$ cat src/hw/rsp_pkg.sv
// constants and carrier types for the reset-synchronous pwm block
package rsp_pkg;

  // register byte offsets
  localparam logic [7:0] OFF_LATCH   = 8'h00;
  localparam logic [7:0] OFF_DIR     = 8'h04;
  localparam logic [7:0] OFF_STATUS  = 8'h08;
  localparam logic [7:0] OFF_IRQF    = 8'h0C;
  localparam logic [7:0] OFF_MASK    = 8'h10;
  localparam logic [7:0] OFF_START   = 8'h14;
  localparam logic [7:0] OFF_BUFSEL  = 8'h18;
  localparam logic [7:0] OFF_COUNTER = 8'h1C;
  localparam logic [7:0] OFF_IEN     = 8'h20;
  localparam logic [7:0] OFF_GR_BASE = 8'h40;

  // general register indices
  localparam logic [2:0] GR_PERIOD   = 3'h0;
  localparam logic [2:0] GR_PH1      = 3'h1;
  localparam logic [2:0] GR_PH2      = 3'h4;
  localparam logic [2:0] GR_PH3      = 3'h5;

  // field positions
  localparam int STAT_PERIOD = 0;
  localparam int STAT_CMP_B  = 1;
  localparam int STAT_CMP_C  = 2;
  localparam int STAT_CMP_D  = 3;
  localparam int STAT_OVF    = 4;
  localparam int IRQF_PEND   = 1;
  localparam int MASK_CH0    = 1;
  localparam int START_RUN0  = 0;
  localparam int IEN_PERIOD  = 0;

  // reset values
  localparam logic [7:0]  LATCH_RST  = 8'h00;
  localparam logic [7:0]  DIR_RST    = 8'hFF;
  localparam logic [7:0]  MASK_RST   = 8'hFF;
  localparam logic [15:0] GR_RST     = 16'hFFFF;

  // bus answers
  localparam logic [1:0] RESP_OKAY   = 2'h0;
  localparam logic [1:0] RESP_SLVERR = 2'h2;

  // pin bundle: bit 0 toggle, then normal/counter pairs of phases 1..3
  typedef struct packed {
    logic [6:0] level;
    logic [6:0] oe_n;
  } rsp_pins_t;

endpackage : rsp_pkg

$ cat src/hw/rsp_sync.sv
// two-flop synchroniser for the pin inputs
`timescale 1ns/1ps
module rsp_sync (
  input  wire logic       clock,
  input  wire logic       rst_n,
  input  wire logic       ce,
  input  wire logic [6:0] d,
  output logic      [6:0] q
);
  logic [6:0] meta;

  always_ff @(posedge clock) begin
    if (!rst_n) begin
      meta <= 7'h00;
      q    <= 7'h00;
    end else if (ce) begin
      meta <= d;
      q    <= meta;
    end
  end
endmodule : rsp_sync

$ cat src/hw/rsp_phase.sv
// one pwm phase: high from period restart until its compare match
`timescale 1ns/1ps
module rsp_phase (
  input  wire logic        clock,
  input  wire logic        rst_n,
  input  wire logic        ce,
  input  wire logic        run,
  input  wire logic        restart,
  input  wire logic [15:0] counter,
  input  wire logic [15:0] compare,
  output logic             normal
);
  wire hit = run && (counter == compare);

  always_ff @(posedge clock) begin
    if (!rst_n) begin
      normal <= 1'b0;
    end else if (ce) begin
      if (restart) begin
        normal <= 1'b1;
      end else if (hit) begin
        normal <= 1'b0;
      end
    end
  end

  a_phase_restart: assert property (
    @(posedge clock) disable iff (!rst_n)
    ce && restart |=> normal)
    else $error("phase not high after restart");

  a_phase_match: assert property (
    @(posedge clock) disable iff (!rst_n)
    ce && hit && !restart |=> !normal)
    else $error("phase not low after compare match");
endmodule : rsp_phase

$ cat src/hw/rsp_pwm_top.sv
// reset-synchronous three-phase pwm timer with axi4-lite registers
//
// How it works
// - period register sets the count at which each pwm cycle ends
// - toggle pin inverts once every pwm period
// - channel-0 second register is phase 1 transition point, pin pair
// - channel-1 first register is phase 2 transition point, pin pair
// - channel-1 second register is phase 3 transition point, pin pair
// - third and fourth registers drive no pins when buffer select is clear; channel 0's set status matches c, d
// - period buffer select set: third register holds next period
// - phase 1 buffer select set: fourth register holds next phase 1 point
// - phase 2 buffer select set: its buffer holds next phase 2 point
// - phase 3 buffer select set: its buffer holds next phase 3 point
// - direction bit 0 enables output buffer, 1 makes pin an input
// - period match flag, status bit 0, sets on counter equal period
// - period match flag clears only by writing 0 after reading it set
// - irq pending flag bit 1 shows pending request, cleared by writing 0
// - mask bit 1 at 0 lets the interrupt through, 1 withholds it
// - counter runs while start bit 0 is 1, stops when 0
// - status holds overflow, matches d c b a; bit 5 never sets, bits 7:6 reserved
`timescale 1ns/1ps
module rsp_pwm_top (
  input  wire logic              clock,
  input  wire logic              rst_n,
  input  wire logic              ce,
  input  wire logic [7:0]        s_axi_awaddr,
  input  wire logic              s_axi_awvalid,
  output logic                   s_axi_awready,
  input  wire logic [31:0]       s_axi_wdata,
  input  wire logic [3:0]        s_axi_wstrb,
  input  wire logic              s_axi_wvalid,
  output logic                   s_axi_wready,
  output logic [1:0]             s_axi_bresp,
  output logic                   s_axi_bvalid,
  input  wire logic              s_axi_bready,
  input  wire logic [7:0]        s_axi_araddr,
  input  wire logic              s_axi_arvalid,
  output logic                   s_axi_arready,
  output logic [31:0]            s_axi_rdata,
  output logic [1:0]             s_axi_rresp,
  output logic                   s_axi_rvalid,
  input  wire logic              s_axi_rready,
  input  wire logic [6:0]        pin_in,
  output rsp_pkg::rsp_pins_t     pins,
  output logic                   channel0_timer_irq
);
  import rsp_pkg::*;

  ////////////////////////////////////////////////////////////////////////
  // decoding helpers

  function automatic logic is_gr(input logic [7:0] a);
    return (a[7:5] == OFF_GR_BASE[7:5]) && (a[1:0] == 2'h0);
  endfunction : is_gr

  function automatic logic is_mapped(input logic [7:0] a);
    return is_gr(a) || (a[7:2] <= OFF_IEN[7:2] && a[1:0] == 2'h0);
  endfunction : is_mapped

  function automatic logic [15:0] merge16(input logic [15:0] old,
                                          input logic [31:0] d,
                                          input logic [3:0]  s);
    return {s[1] ? d[15:8] : old[15:8], s[0] ? d[7:0] : old[7:0]};
  endfunction : merge16

  ////////////////////////////////////////////////////////////////////////
  // state

  logic [7:0]  latch;
  logic [7:0]  dir;
  logic [5:0]  stat;
  logic [5:0]  armed;
  logic [7:0]  irqf;
  logic [7:0]  mask;
  logic [3:0]  start;
  logic [3:0]  bufsel;
  logic        ien;
  logic [15:0] counter;
  logic [15:0] gr [8];
  logic        toggle;
  logic        aw_full;
  logic        w_full;
  logic [7:0]  waddr;
  logic [31:0] wdata;
  logic [3:0]  wstrb;
  logic [6:0]  pin_sync;
  logic [2:0]  phase;

  ////////////////////////////////////////////////////////////////////////
  // axi4-lite write and read channels

  wire aw_hs    = s_axi_awvalid && s_axi_awready;
  wire w_hs     = s_axi_wvalid && s_axi_wready;
  wire ar_hs    = s_axi_arvalid && s_axi_arready;
  wire do_write = aw_full && w_full && !s_axi_bvalid;
  wire next_aw_full = (aw_full || aw_hs) && !do_write;
  wire next_w_full  = (w_full || w_hs) && !do_write;
  wire next_bvalid  = (s_axi_bvalid && !s_axi_bready) || do_write;
  wire next_rvalid  = (s_axi_rvalid && !s_axi_rready) || ar_hs;

  wire wr_b0 = do_write && wstrb[0];
  wire wr_latch  = wr_b0 && waddr == OFF_LATCH;
  wire wr_dir    = wr_b0 && waddr == OFF_DIR;
  wire wr_stat   = wr_b0 && waddr == OFF_STATUS;
  wire wr_irqf   = wr_b0 && waddr == OFF_IRQF;
  wire wr_mask   = wr_b0 && waddr == OFF_MASK;
  wire wr_start  = wr_b0 && waddr == OFF_START;
  wire wr_bufsel = wr_b0 && waddr == OFF_BUFSEL;
  wire wr_ien    = wr_b0 && waddr == OFF_IEN;
  wire rd_stat   = ar_hs && s_axi_araddr == OFF_STATUS;
  wire [7:0] gr_we = (do_write && is_gr(waddr)) ?
                     8'(8'h01 << waddr[4:2]) : 8'h00;

  always_ff @(posedge clock) begin
    if (!rst_n) begin
      aw_full       <= 1'b0;
      w_full        <= 1'b0;
      waddr         <= 8'h00;
      wdata         <= 32'h0000_0000;
      wstrb         <= 4'h0;
      s_axi_awready <= 1'b0;
      s_axi_wready  <= 1'b0;
      s_axi_bvalid  <= 1'b0;
      s_axi_bresp   <= RESP_OKAY;
    end else if (ce) begin
      aw_full       <= next_aw_full;
      w_full        <= next_w_full;
      s_axi_awready <= !next_aw_full && !next_bvalid;
      s_axi_wready  <= !next_w_full && !next_bvalid;
      s_axi_bvalid  <= next_bvalid;
      if (aw_hs) begin
        waddr <= s_axi_awaddr;
      end
      if (w_hs) begin
        wdata <= s_axi_wdata;
        wstrb <= s_axi_wstrb;
      end
      if (do_write) begin
        s_axi_bresp <= is_mapped(waddr) ? RESP_OKAY : RESP_SLVERR;
      end
    end
  end

  logic [31:0] rd_value;
  wire  [7:0]  latch_view = (latch & ~dir) | ({1'b0, pin_sync} & dir);

  always_comb begin
    rd_value = 32'h0000_0000;
    if (is_gr(s_axi_araddr)) begin
      rd_value = {16'h0000, gr[s_axi_araddr[4:2]]};
    end else begin
      case (s_axi_araddr)
        OFF_LATCH:   rd_value = {24'h000000, latch_view};
        OFF_DIR:     rd_value = {24'h000000, dir};
        OFF_STATUS:  rd_value = {26'h0, stat};
        OFF_IRQF:    rd_value = {24'h000000, irqf};
        OFF_MASK:    rd_value = {24'h000000, mask};
        OFF_START:   rd_value = {28'h0000000, start};
        OFF_BUFSEL:  rd_value = {28'h0000000, bufsel};
        OFF_COUNTER: rd_value = {16'h0000, counter};
        OFF_IEN:     rd_value = {31'h0, ien};
        default:     rd_value = 32'h0000_0000;
      endcase
    end
  end

  always_ff @(posedge clock) begin
    if (!rst_n) begin
      s_axi_arready <= 1'b0;
      s_axi_rvalid  <= 1'b0;
      s_axi_rdata   <= 32'h0000_0000;
      s_axi_rresp   <= RESP_OKAY;
    end else if (ce) begin
      s_axi_rvalid  <= next_rvalid;
      s_axi_arready <= !next_rvalid;
      if (ar_hs) begin
        s_axi_rdata <= rd_value;
        s_axi_rresp <= is_mapped(s_axi_araddr) ? RESP_OKAY : RESP_SLVERR;
      end
    end
  end

  ////////////////////////////////////////////////////////////////////////
  // counter and compare matches

  wire run0         = start[START_RUN0];
  wire period_match = run0 && counter == gr[GR_PERIOD];
  wire [5:0] stat_set = {1'b0,
                         run0 && counter == 16'hFFFF && !period_match,
                         run0 && counter == gr[3],
                         run0 && counter == gr[2],
                         run0 && counter == gr[GR_PH1],
                         period_match};
  wire [5:0] stat_clr = (wr_stat) ? (armed & ~wdata[5:0]) : 6'h00;
  wire irq_set = period_match && ien;

  always_ff @(posedge clock) begin
    if (!rst_n) begin
      counter <= 16'h0000;
      toggle  <= 1'b0;
    end else if (ce && run0) begin
      if (period_match) begin
        counter <= 16'h0000;
        toggle  <= !toggle;
      end else begin
        counter <= counter + 16'h0001;
      end
    end
  end

  ////////////////////////////////////////////////////////////////////////
  // general registers and buffer transfer

  // buffers at indices 2,3,6,7 feed 0,1,4,5 two places below
  wire [7:0] xfer_hit = {2'b00,
                         period_match && bufsel[3],
                         period_match && bufsel[2],
                         2'b00,
                         period_match && bufsel[1],
                         period_match && bufsel[0]};

  for (genvar i = 0; i < 8; i++) begin : g_gr
    always_ff @(posedge clock) begin
      if (!rst_n) begin
        gr[i] <= GR_RST;
      end else if (ce) begin
        if (xfer_hit[i]) begin
          gr[i] <= gr[(i + 2) % 8];
        end else if (gr_we[i]) begin
          gr[i] <= merge16(gr[i], wdata, wstrb);
        end
      end
    end
  end

  ////////////////////////////////////////////////////////////////////////
  // control, status and interrupt registers

  always_ff @(posedge clock) begin
    if (!rst_n) begin
      latch  <= LATCH_RST;
      dir    <= DIR_RST;
      mask   <= MASK_RST;
      start  <= 4'h0;
      bufsel <= 4'h0;
      ien    <= 1'b0;
      stat   <= 6'h00;
      armed  <= 6'h00;
      irqf   <= 8'h00;
    end else if (ce) begin
      if (wr_latch) latch <= wdata[7:0];
      if (wr_dir) dir <= wdata[7:0];
      if (wr_mask) mask <= wdata[7:0];
      if (wr_start) start <= wdata[3:0];
      if (wr_bufsel) bufsel <= wdata[3:0];
      if (wr_ien) ien <= wdata[IEN_PERIOD];
      stat <= (stat & ~stat_clr) | stat_set;
      if (rd_stat) begin
        armed <= armed | stat;
      end else if (wr_stat) begin
        armed <= 6'h00;
      end
      if (wr_irqf) begin
        irqf <= wdata[7:0] | {6'h00, irq_set, 1'b0};
      end else if (irq_set) begin
        irqf[IRQF_PEND] <= 1'b1;
      end
    end
  end

  always_ff @(posedge clock) begin
    if (!rst_n) begin
      channel0_timer_irq <= 1'b0;
    end else if (ce) begin
      channel0_timer_irq <= irqf[IRQF_PEND] && !mask[MASK_CH0];
    end
  end

  ////////////////////////////////////////////////////////////////////////
  // phases and pins

  localparam logic [2:0] PH_IDX [3] = '{GR_PH1, GR_PH2, GR_PH3};

  for (genvar p = 0; p < 3; p++) begin : g_phase
    rsp_phase u_phase (
      .clock   (clock),
      .rst_n   (rst_n),
      .ce      (ce),
      .run     (run0),
      .restart (period_match),
      .counter (counter),
      .compare (gr[PH_IDX[p]]),
      .normal  (phase[p])
    );
  end

  rsp_sync u_sync (
    .clock (clock),
    .rst_n (rst_n),
    .ce    (ce),
    .d     (pin_in),
    .q     (pin_sync)
  );

  wire [6:0] pwm_level = {!phase[2], phase[2], !phase[1], phase[1],
                          !phase[0], phase[0], toggle};
  wire [6:0] next_level = run0 ? pwm_level : latch[6:0];

  always_ff @(posedge clock) begin
    if (!rst_n) begin
      pins.level <= 7'h00;
      pins.oe_n  <= DIR_RST[6:0];
    end else if (ce) begin
      pins.level <= next_level;
      pins.oe_n  <= dir[6:0];
    end
  end

  ////////////////////////////////////////////////////////////////////////
  // checks

  a_counter_restart: assert property (
    @(posedge clock) disable iff (!rst_n)
    ce && period_match |=> counter == 16'h0000)
    else $error("counter did not restart on period match");

  a_counter_step: assert property (
    @(posedge clock) disable iff (!rst_n)
    ce && run0 && !period_match |=> counter == $past(counter) + 16'h0001)
    else $error("counter did not advance");

  a_counter_stopped: assert property (
    @(posedge clock) disable iff (!rst_n)
    !run0 |=> counter == $past(counter))
    else $error("counter moved while stopped");

  a_toggle_flip: assert property (
    @(posedge clock) disable iff (!rst_n)
    ce && period_match |=> toggle != $past(toggle))
    else $error("toggle pin did not invert");

  a_period_flag: assert property (
    @(posedge clock) disable iff (!rst_n)
    ce && period_match |=> stat[STAT_PERIOD])
    else $error("period flag not set");

  a_flag_clear_read: assert property (
    @(posedge clock) disable iff (!rst_n)
    $fell(stat[STAT_PERIOD]) |-> $past(armed[STAT_PERIOD] && wr_stat))
    else $error("period flag cleared without prior read");

  a_period_buffer: assert property (
    @(posedge clock) disable iff (!rst_n)
    ce && period_match && bufsel[0] |=> gr[0] == $past(gr[2]))
    else $error("period buffer not transferred");

  a_irq_pending: assert property (
    @(posedge clock) disable iff (!rst_n)
    ce && irq_set |=> irqf[IRQF_PEND])
    else $error("irq pending not raised");

  a_irq_mask: assert property (
    @(posedge clock) disable iff (!rst_n)
    ce && mask[MASK_CH0] |=> !channel0_timer_irq)
    else $error("masked interrupt reached output");

  a_counter_phase: assert property (
    @(posedge clock) disable iff (!rst_n)
    $past(ce && run0) |-> pins.level[2] == !pins.level[1] &&
                          pins.level[4] == !pins.level[3] &&
                          pins.level[6] == !pins.level[5])
    else $error("counter-phase pin not complement");

  a_pin_dir: assert property (
    @(posedge clock) disable iff (!rst_n)
    ce ##1 1'b1 |-> pins.oe_n == $past(dir[6:0]))
    else $error("output enable does not follow direction");

  a_write_resp: assert property (
    @(posedge clock) disable iff (!rst_n)
    ce && do_write |=> s_axi_bvalid)
    else $error("write response missing");
endmodule : rsp_pwm_top

$ cat config.mk
export PLATFORM = sky130hd
export DESIGN_NAME = rsp_pwm_top
export DESIGN_NICKNAME = d
export VERILOG_FILES = /design/src/hw/rsp_pkg.sv /design/src/hw/rsp_sync.sv /design/src/hw/rsp_phase.sv /design/src/hw/rsp_pwm_top.sv
export SDC_FILE = /design/constraint.sdc
export NUM_CORES = 1
export LEC_CHECK = 0
export BUFFER_PORTS_ARGS = -buffer_cell sky130_fd_sc_hd__buf_2
export CAP_MARGIN = 10
export CORE_MARGIN = 1.5
export CORE_UTILIZATION = 25
export DETAILED_ROUTE_END_ITERATION = 6
export MAX_ROUTING_LAYER = met4
export PLACE_DENSITY = 0.39
export SYNTH_ARGS = -nofsm -noshare
export SYNTH_HDL_FRONTEND = slang
export SYNTH_SLANG_ARGS = --single-unit
$ cat constraint.sdc
create_clock -name clock -period 3.15 [get_ports clock]
set_input_delay 0.63 -clock clock [delete_from_list [all_inputs] [get_ports clock]]
set_output_delay 0.63 -clock clock [all_outputs]
set_load 0.05 [all_outputs]
==> results.sh, run 1 <==
export IMPL_status="completed"
export IMPL_cts_max_path_buffers=3
export IMPL_cts_htree_levels=2
export IMPL_setup_worst_path_start_class="register"
export IMPL_cts_hold_buf=0
export IMPL_synthCells=1382
export IMPL_max_freq_mhz=355
export IMPL_drt_iter0_drc=883
export IMPL_path_common_cell="buf_4"
export IMPL_synth_area_um2=14000
export IMPL_wl_per_cell_um=21.8
export IMPL_m1WireLength_mm=22.5
export IMPL_seqPwrFrac_pct=47.5
export IMPL_rsz0062_at_grt="no"
export IMPL_grt_pass1_wl_mm=72.3
export IMPL_antenna_left=0
export IMPL_post_dp_hpwl_mm=36.5
export IMPL_ys_flop_type="dfxtp_1"
export IMPL_grtUsageTotal_pct=17.8
export IMPL_gp_congestion=0.862
export IMPL_ys_ff_latch=281
export IMPL_grt_overflow=0
export IMPL_max_cap_violations=0
export IMPL_vdd_drop_max_v=0.000324
export IMPL_drv_slew=0
export IMPL_tightest_slew_ns=0.982
export IMPL_cp_num_cells=7
export IMPL_pre_cts_ws_ns=0.216
export IMPL_fillerInstances=5792
export IMPL_cp_arrival_ns=2.96
export IMPL_yosys_warnings=0
export IMPL_clock_latency_ns=0.54
export IMPL_hold_path_class="input pin to register"
export IMPL_combPwrFrac_pct=5.6
export IMPL_path_class="register to register"
export IMPL_grt_pass1_vias=10800
export IMPL_route_met3_wl_mm=2.59
export IMPL_synth_async_reset_ratio_pct=0
export IMPL_num_vias=10700
export IMPL_die_h_um=240
export IMPL_core_um2=55200
export IMPL_internal_power_mw=6.19
export IMPL_io_pins=123
export IMPL_fin_crit_ns=2.81
export IMPL_seqCellArea_um2=6910
export IMPL_min_path_cells=3
export IMPL_root_buffer="clkbuf_16"
export IMPL_p_switching_mw=1.98
export IMPL_r2r_slack_ns=0.34
export IMPL_nets=1535
export IMPL_cts_sinks=281
export IMPL_rows=86
export IMPL_viasPerCell=4.79
export IMPL_cpLargestDelayFamily="compound AO/OA/AOI/OAI gates"
export IMPL_fin_area_um2=16500
export IMPL_postCtsSetupRepairBufs=0
export IMPL_setup_viol=0
export IMPL_power_density_nw_per_um2=495
export IMPL_postPlaceCellArea_um2=15400
export IMPL_switching_share_pct=24.2
export IMPL_grt_max_degree=63
export IMPL_hold_viol=0
export IMPL_cp_max_fo=11
export IMPL_die_w_um=240
export IMPL_p_leak_nw=5.23
export IMPL_synth_edff_count=128
export IMPL_fin_skew_ns=0.0233
export IMPL_cp_slowest_cell="o21bai_1"
export IMPL_layout_setup_ws_ns=0.336
export IMPL_cp_data_required_time_ns=3.30
export IMPL_start_util_pct=25.3
export IMPL_tritoncts="built"
export IMPL_wl_met2_mm=22.4
export IMPL_antenna_found_initial=1
export IMPL_path_clk_slew_ns=0.06
export IMPL_area_growth_pct=18.1
export IMPL_tns_ns=0
export IMPL_avgSynthCellArea_um2=10.1
export IMPL_crit_chain="xor2_1, nor4_1, buf_4, nand4_1, buf_4, o41ai_1, o21bai_1"
export IMPL_worst_path_buf_inv=2
export IMPL_numCtsBuffers=34
export IMPL_ys_types=64
export IMPL_p_clk_share_pct=46.9
export IMPL_r2r_cells=7
export IMPL_drive_gt1_share_pct=20.6
export IMPL_wl_mm=48.8
export IMPL_io_buffers=86
export IMPL_dieArea_um2=57400
export IMPL_ys_seq_area_share_pct=49.4
export IMPL_period_share_pct=89.3
export IMPL_drt_first_pass_iters=5
export IMPL_top_layer="met4"
export IMPL_drc=0
export IMPL_relSlewSlack_pct=34.5
export IMPL_cpPeakStageDelay_ns=0.49
export IMPL_cp_end_kind="register"
export IMPL_multi_input_comb_area_um2=6500
export IMPL_cts_repair_resized=0
==> state kept, by name, summed over array words and instances, names as in the netlist, 14 cells and up <==
signal,count
pins,14
gr,128
s_axi_rdata,16
wdata,16
counter,16
==> worst min-delay path: cells and delay by family <==
kind | cells | cell delay (ns)
simple gates | 1 | 0.04
compound gates | 1 | 0.05
buf+inv | 1 | 0.10
==> cells by family after synthesis <==
| group | count (synthesis) | share of synthesized area (%) |
|---|---|---|
| other | 1 | 0.0268 |
| buffers and inverters | 147 | 4.63 |
| AO/OA/AOI/OAI | 260 | 12.4 |
| multiplexers | 82 | 8.88 |
| AND/OR/NAND/NOR | 500 | 17.7 |
| XOR/XNOR | 110 | 6.89 |
| adder cells (fa/ha/maj) | 1 | 0.0895 |
| flip-flops | 281 | 49.4 |
==> stage by stage <==
| step | hold WS, ns | total power, mW | instances | utilization [%] |
|---|---|---|---|---|
| 2_1_floorplan | 0.427 | 4.26 | 1399 | - |
| 3_3_place_gp | 0.434 | 4.42 | 2179 | 28.0 |
| 3_5_place_dp | 0.442 | 4.43 | 2179 | 28.0 |
| 4_1_cts | 0.295 | 8.30 | 2240 | 29.9 |
| 5_1_grt | 0.309 | 8.47 | 2241 | 29.9 |
| 6_report | 0.326 | 8.18 | 2241 | 29.9 |
==> metal layers <==
layer / vias to the layer above / global-route usage [%]
met5: - / -
met4: 0 / 6.43
met3: 74 / 2.56
met2: 304 / 27.4
met1: 5233 / 23.7
li1: 5123 / -
==> cells in the final DEF (no fill, tap or decap), types with 18 or more instances in the layout <==
cell | netlist | layout
nand3_1 | 54 | 54
mux2i_1 | 43 | 43
a21oi_1 | 108 | 108
xor2_1 | 73 | 73
xnor2_1 | 37 | 37
edfxtp_1 | 128 | 128
mux4_2 | 33 | 33
o21ai_0 | 41 | 41
nand2_1 | 199 | 199
buf_2 | 16 | 86
or2_2 | 32 | 32
conb_1 | 1 | 18
buf_4 | 18 | 81
dfxtp_1 | 153 | 153
nand2b_1 | 41 | 41
nor4_1 | 20 | 20
nor2_1 | 69 | 68
clkbuf_16 | 0 | 38
o32a_1 | 49 | 49
==> Yosys cell counts (5+ instances only) <==
cell type	count	area (um2)
xor2_1	73	639
o41ai_1	5	43.8
xnor2_1	37	324
nand3_1	54	270
nand4_1	16	100
nor4_1	20	125
nor3_1	13	65.1
buf_1	17	63.8
buf_4	18	135
dfxtp_1	153	3060
inv_1	10	37.5
o32a_1	49	490
o211ai_1	5	37.5
a21oi_1	108	541
or2_2	32	200
mux2i_1	43	430
o21bai_1	6	45.0
clkbuf_1	84	315
edfxtp_1	128	3840
a31oi_1	7	43.8
buf_2	16	80.1
or2b_1	6	45.0
nand2_1	199	747
o22a_1	16	140
and3_1	6	37.5
o21ai_0	41	205
nand2b_1	41	257
and2_1	6	37.5
nor2_1	69	259
mux4_2	33	743
mux2_2	6	67.6
==> power groups by stage <==
stage,registers [mW],logic [mW],clock network [mW]
final,3.88,0.460,3.84
after detailed placement,3.96,0.468,0
after CTS,3.88,0.468,3.95
after global routing,3.88,0.500,4.08
after global placement,3.96,0.465,0
after floorplan,3.98,0.287,0
==> final timing paths <==
path / from / end
worst max-delay path: gr[0][13] / gr[5][8]
worst min-delay path: s_axi_awaddr[3] / waddr[3]
worst min register to register: irqf[3] / irqf[3]
worst max register to register: gr[0][13] / gr[5][8]
==> cell type report <==
type / instances / share of cell area, %
diodes: 1 / 0.0152
clock buffers: 46 / 6.06
clock inverters: 15 / 0.455
inverters: 11 / 0.250
multi-input cells: 971 / 39.3
flip-flops and latches: 281 / 41.8
well taps: 748 / 5.67
repair buffers: 168 / 6.41
Power figures use the tool's default switching activity.
==> run 2: changes to the inputs <==
==> constraint.sdc (replaced) <==
create_clock -name clock -period 3.55 [get_ports clock]
set_input_delay 0.71 -clock clock [delete_from_list [all_inputs] [get_ports clock]]
set_output_delay 0.71 -clock clock [all_outputs]
set_load 0.05 [all_outputs]
==> results.sh, run 2 (synthesis results as in run 1) <==
export IMPL_status="completed"
export IMPL_nets=1528
export IMPL_antenna_left=0
export IMPL_io_buffers=86
export IMPL_cts_sinks=281
export IMPL_grt_overflow=0
export IMPL_relSlewSlack_pct=30.6
export IMPL_power_density_nw_per_um2=459
export IMPL_tritoncts="built"
export IMPL_numCtsBuffers=36
export IMPL_dieArea_um2=57400
export IMPL_top_register="gr"
export IMPL_io_pins=123
export IMPL_grtUsageTotal_pct=17.8
export IMPL_largest_reg_flops=128
export IMPL_fin_skew_ns=0.0171
export IMPL_total_power_mw=7.61
export IMPL_hold_start="s_axi_wdata[5]"
export IMPL_grt_pass1_vias=10700
export IMPL_cp_data_required_time_ns=3.71
export IMPL_tns_ns=0
export IMPL_crit_start="waddr[7]"
export IMPL_wl_met2_mm=22.4
export IMPL_grt_pass1_wl_mm=72.6
export IMPL_rr_startpoint="waddr[7]"
export IMPL_final_common_cell="nand2_1"
export IMPL_hold_viol=0
export IMPL_drt_first_pass_iters=5
export IMPL_tightest_slew_ns=1.04
export IMPL_m1WireLength_mm=22.8
export IMPL_viasPerCell=4.83
export IMPL_start_util_pct=25.3
export IMPL_grt_max_degree=63
export IMPL_top_layer="met4"
export IMPL_drv_slew=0
export IMPL_hold_path_class="input pin to register"
export IMPL_setup_viol=0
export IMPL_area_growth_pct=18.5
export IMPL_cts_repair_resized=0
export IMPL_cp_max_fo=8
export IMPL_root_buffer="clkbuf_16"
export IMPL_cp_slowest_cell="o21bai_1"
export IMPL_max_freq_mhz=309
export IMPL_core_um2=55200
export IMPL_wl_mm=49.1
export IMPL_num_vias=10800
export IMPL_diodes=0
export IMPL_clock_latency_ns=0.55
export IMPL_rsz0062_at_grt="no"
export IMPL_route_met3_wl_mm=2.48
export IMPL_die_w_um=240
export IMPL_cts_hold_buf=0
export IMPL_postCtsSetupRepairBufs=0
export IMPL_holdWs_ns=0.396
export IMPL_path_class="register to register"
export IMPL_cpPeakStageDelay_ns=0.83
export IMPL_p_leak_nw=5.25
export IMPL_cts_max_path_buffers=3
export IMPL_cp_end_kind="register"
export IMPL_cts_htree_levels=2
export IMPL_drt_iter0_drc=871
export IMPL_period_share_pct=91.1
export IMPL_drive_gt1_share_pct=20.4
export IMPL_crit_chain="or3_1, or4_4, nor4_1, buf_4, nand2_1, o21bai_1"
export IMPL_max_cap_violations=0
export IMPL_wl_per_cell_um=22.0
export IMPL_fin_crit_ns=3.23
export IMPL_cp_arrival_ns=3.39
export IMPL_antenna_found_initial=0
export IMPL_rows=86
export IMPL_gp_congestion=0.869
export IMPL_drc=0
export IMPL_path_clk_slew_ns=0.06
export IMPL_vdd_drop_max_v=0.000243
export IMPL_final_cell_mix="nand2_1 (199), dfxtp_1 (153), edfxtp_1 (128)"
export IMPL_post_dp_hpwl_mm=36.4
export IMPL_die_h_um=240
export IMPL_setup_worst_path_start_class="register"
run 2: cell count changes in the layout (fill, tap and decap cells not counted):
cell,change
clkinv_2,-1
buf_4,-9
inv_6,+2
bufinv_16,+3
clkbuf_8,+2
clkbuf_1,+1
diode_2,-1
clkinvlp_4,-1
clkinv_1,-3
inv_8,+1
run 2: per-layer routing:
layer,vias up,track usage (%)
met2,316,27.4
met3,68,2.39
li1,5100,-
met1,5308,24.1
met4,0,5.87
met5,-,-
run 2: report_power, final:
part / total (mW) / internal, mW / switching (mW)
Combinational: 0.410 / 0.114 / 0.296
Clock: 3.76 / 2.27 / 1.49
Sequential: 3.44 / 3.40 / 0.0409
run 2: path summary, 6_finish.rpt:
check	end	slack (ns)	cells past startpoint
max	gr[0][8]	0.32	6
min	wdata[5]	0.40	3
max reg2reg	gr[0][8]	0.32	6
min reg2reg	irqf[3]	0.45	2
run 2: stage by stage:
step | utilization, % | std cells | area (um2) | worst slack, ns
2_1_floorplan | - | 1399 | 14000 | 0.614
3_3_place_gp | 27.8 | 2170 | 15400 | 0.149
3_5_place_dp | 27.8 | 2170 | 15400 | 0.140
4_1_cts | 30.0 | 2235 | 16600 | 0.253
5_1_grt | 30.0 | 2235 | 16600 | 0.112
6_report | 30.0 | 2235 | 16600 | 0.318
run 2: layout make-up:
type | count | area [um2]
timing repair buffer | 159 | 991
tap | 748 | 936
clock inverter | 16 | 170
sequential | 281 | 6910
multi-input combinational | 971 | 6500
fill | 5794 | 38600
inverter | 11 | 41.3
clock buffer | 49 | 1030
run 2: critical path, delay by kind of cell, from the launching register on:
kind / cells / cell delay, ns
AND/OR/NAND/NOR: 4 / 1.50
flip-flops: 1 / 0.31
AO/OA/AOI/OAI: 1 / 0.83
buffers and inverters: 1 / 0.19
==> run 3: changes to the inputs <==
--- a/config.mk
+++ b/config.mk
@@ -5,8 +5,10 @@
 export SDC_FILE = /design/constraint.sdc
 export NUM_CORES = 1
 export LEC_CHECK = 0
+export ABC_AREA = 0
 export BUFFER_PORTS_ARGS = -buffer_cell sky130_fd_sc_hd__buf_2
 export CAP_MARGIN = 10
+export CORE_ASPECT_RATIO = 1.1
 export CORE_MARGIN = 1.5
 export CORE_UTILIZATION = 25
 export DETAILED_ROUTE_END_ITERATION = 6
==> results.sh, run 3 (synthesis results as in run 1) <==
export IMPL_wl_per_cell_um=22.5
export IMPL_cts_hold_buf=0
export IMPL_cts_repair_resized=0
export IMPL_crit_start="waddr[7]"
export IMPL_cp_arrival_ns=3.26
export IMPL_combPwrFrac_pct=5.8
export IMPL_viasPerCell=4.84
export IMPL_start_util_pct=25.4
export IMPL_numCtsBuffers=31
export IMPL_num_vias=10700
export IMPL_antenna_left=0
export IMPL_r2r_cells=5
export IMPL_rows=90
export IMPL_switching_share_pct=24.3
export IMPL_root_buffer="clkbuf_16"
export IMPL_wl_mm=49.6
export IMPL_cpLargestDelayFamily="simple AND/OR/NAND/NOR gates"
export IMPL_rr_endpoint="gr[0][0]"
export IMPL_relSlewSlack_pct=27.0
export IMPL_diodes=0
export IMPL_power_density_nw_per_um2=431
export IMPL_final_common_cell="nand2_1"
export IMPL_worstHoldEndpoint="wdata[0]"
export IMPL_tritoncts="built"
export IMPL_largest_reg_flops=128
export IMPL_final_cell_mix="nand2_1 (199), dfxtp_1 (153), edfxtp_1 (128)"
export IMPL_p_switching_mw=1.71
export IMPL_gp_congestion=0.873
export IMPL_path_class="register to register"
export IMPL_rsz0062_at_grt="no"
export IMPL_drive_gt1_share_pct=19.4
export IMPL_drt_iter0_drc=571
export IMPL_grt_pass1_wl_mm=72.9
export IMPL_seqPwrFrac_pct=48.9
export IMPL_r2r_slack_ns=0.48
export IMPL_grtUsageTotal_pct=17.6
export IMPL_internal_power_mw=5.32
export IMPL_cts_max_path_buffers=3
export IMPL_fillerInstances=5766
export IMPL_hold_path_class="input pin to register"
export IMPL_crit_chain="or3_1, or4_4, nor4_1, nand2_1, o21bai_1"
export IMPL_cp_data_required_time_ns=3.75
export IMPL_p_clk_share_pct=45.2
export IMPL_setup_viol=0
export IMPL_area_growth_pct=16.6
export IMPL_rr_startpoint="waddr[7]"
export IMPL_top_register="gr"
export IMPL_tightest_slew_ns=1.09
export IMPL_clock_latency_ns=0.58
export IMPL_io_pins=123
export IMPL_cp_slowest_cell="o21bai_1"
export IMPL_min_path_cells=3
export IMPL_post_dp_hpwl_mm=36.5
export IMPL_cpPeakStageDelay_ns=0.85
export IMPL_fin_skew_ns=0.00831
export IMPL_layout_setup_ws_ns=0.485
export IMPL_cp_max_fo=8
export IMPL_cts_htree_levels=1
export IMPL_p_leak_nw=5.10
export IMPL_nets=1519
export IMPL_grt_pass1_vias=10700
export IMPL_fin_crit_ns=3.07
export IMPL_status="completed"
export IMPL_period_share_pct=86.3
export IMPL_grt_max_degree=85
export IMPL_drt_first_pass_iters=4
export IMPL_drv_slew=0
export IMPL_max_freq_mhz=326
export IMPL_cts_sinks=281
export IMPL_die_w_um=228
export IMPL_max_cap_violations=0
export IMPL_path_clk_slew_ns=0.06
export IMPL_grt_overflow=0
export IMPL_die_h_um=251
export IMPL_setup_worst_path_start_class="register"
export IMPL_vdd_drop_max_v=0.000336
export IMPL_cp_end_kind="register"
export IMPL_worst_path_buf_inv=0
export IMPL_io_buffers=86
export IMPL_hold_viol=0
export IMPL_drc=0
export IMPL_hold_start="s_axi_wdata[0]"
export IMPL_antenna_found_initial=0
export IMPL_tns_ns=0
export IMPL_core_um2=55100
export IMPL_postCtsSetupRepairBufs=0
export IMPL_pre_cts_ws_ns=0.352
export IMPL_dieArea_um2=57400
[run 3: layout make-up]
class	instances	area (um2)	area share, %
sequential	281	6910	42.4
multi-input combinational	971	6500	39.8
clock inverter	11	80.1	0.491
timing repair buffer	155	963	5.91
tap	736	921	5.65
inverter	11	41.3	0.253
clock buffer	43	893	5.48
[run 3: worst min-delay path, stage by stage]
cell and delay [ns]:
buf_2 0.09, nand2_1 0.04, a21oi_1 0.05
[run 3: worst max-delay path by stage]
stage	end	cells past startpoint
final	gr[0][0]	5
after global routing	gr[0][0]	5
after CTS	gr[0][0]	5
after detailed placement	gr[0][7]	6
after global placement	gr[0][7]	6
after floorplan	gr[7][0]	5
[run 3: layer usage]
| layer | vias to the layer above | global-route usage [%] | part of all wire [%] |
|---|---|---|---|
| li1 | 5083 | - | - |
| met1 | 5237 | 22.6 | 45 |
| met2 | 290 | 28.6 | 48 |
| met3 | 77 | 1.81 | 4.2 |
| met4 | 0 | 6.34 | 3.4 |
| met5 | - | - | 0 |
[run 3: stage by stage]
stage,std cells,utilization (%),cell area [um2],hold slack (ns),power [mW]
after floorplan,1399,-,14000,0.427,3.78
after global placement,2154,27.8,15300,0.436,3.93
after detailed placement,2154,27.8,15300,0.445,3.93
after CTS,2208,29.6,16300,0.336,7.13
after global routing,2208,29.6,16300,0.354,7.27
final,2208,29.6,16300,0.365,7.03
[run 3: power by group through the flow]
stage / clock, mW / combinational [mW] / sequential (mW)
floorplan: 0 / 0.255 / 3.53
global placement: 0 / 0.414 / 3.51
detailed placement: 0 / 0.416 / 3.51
CTS: 3.28 / 0.417 / 3.44
global route: 3.39 / 0.441 / 3.44
finish: 3.18 / 0.409 / 3.44
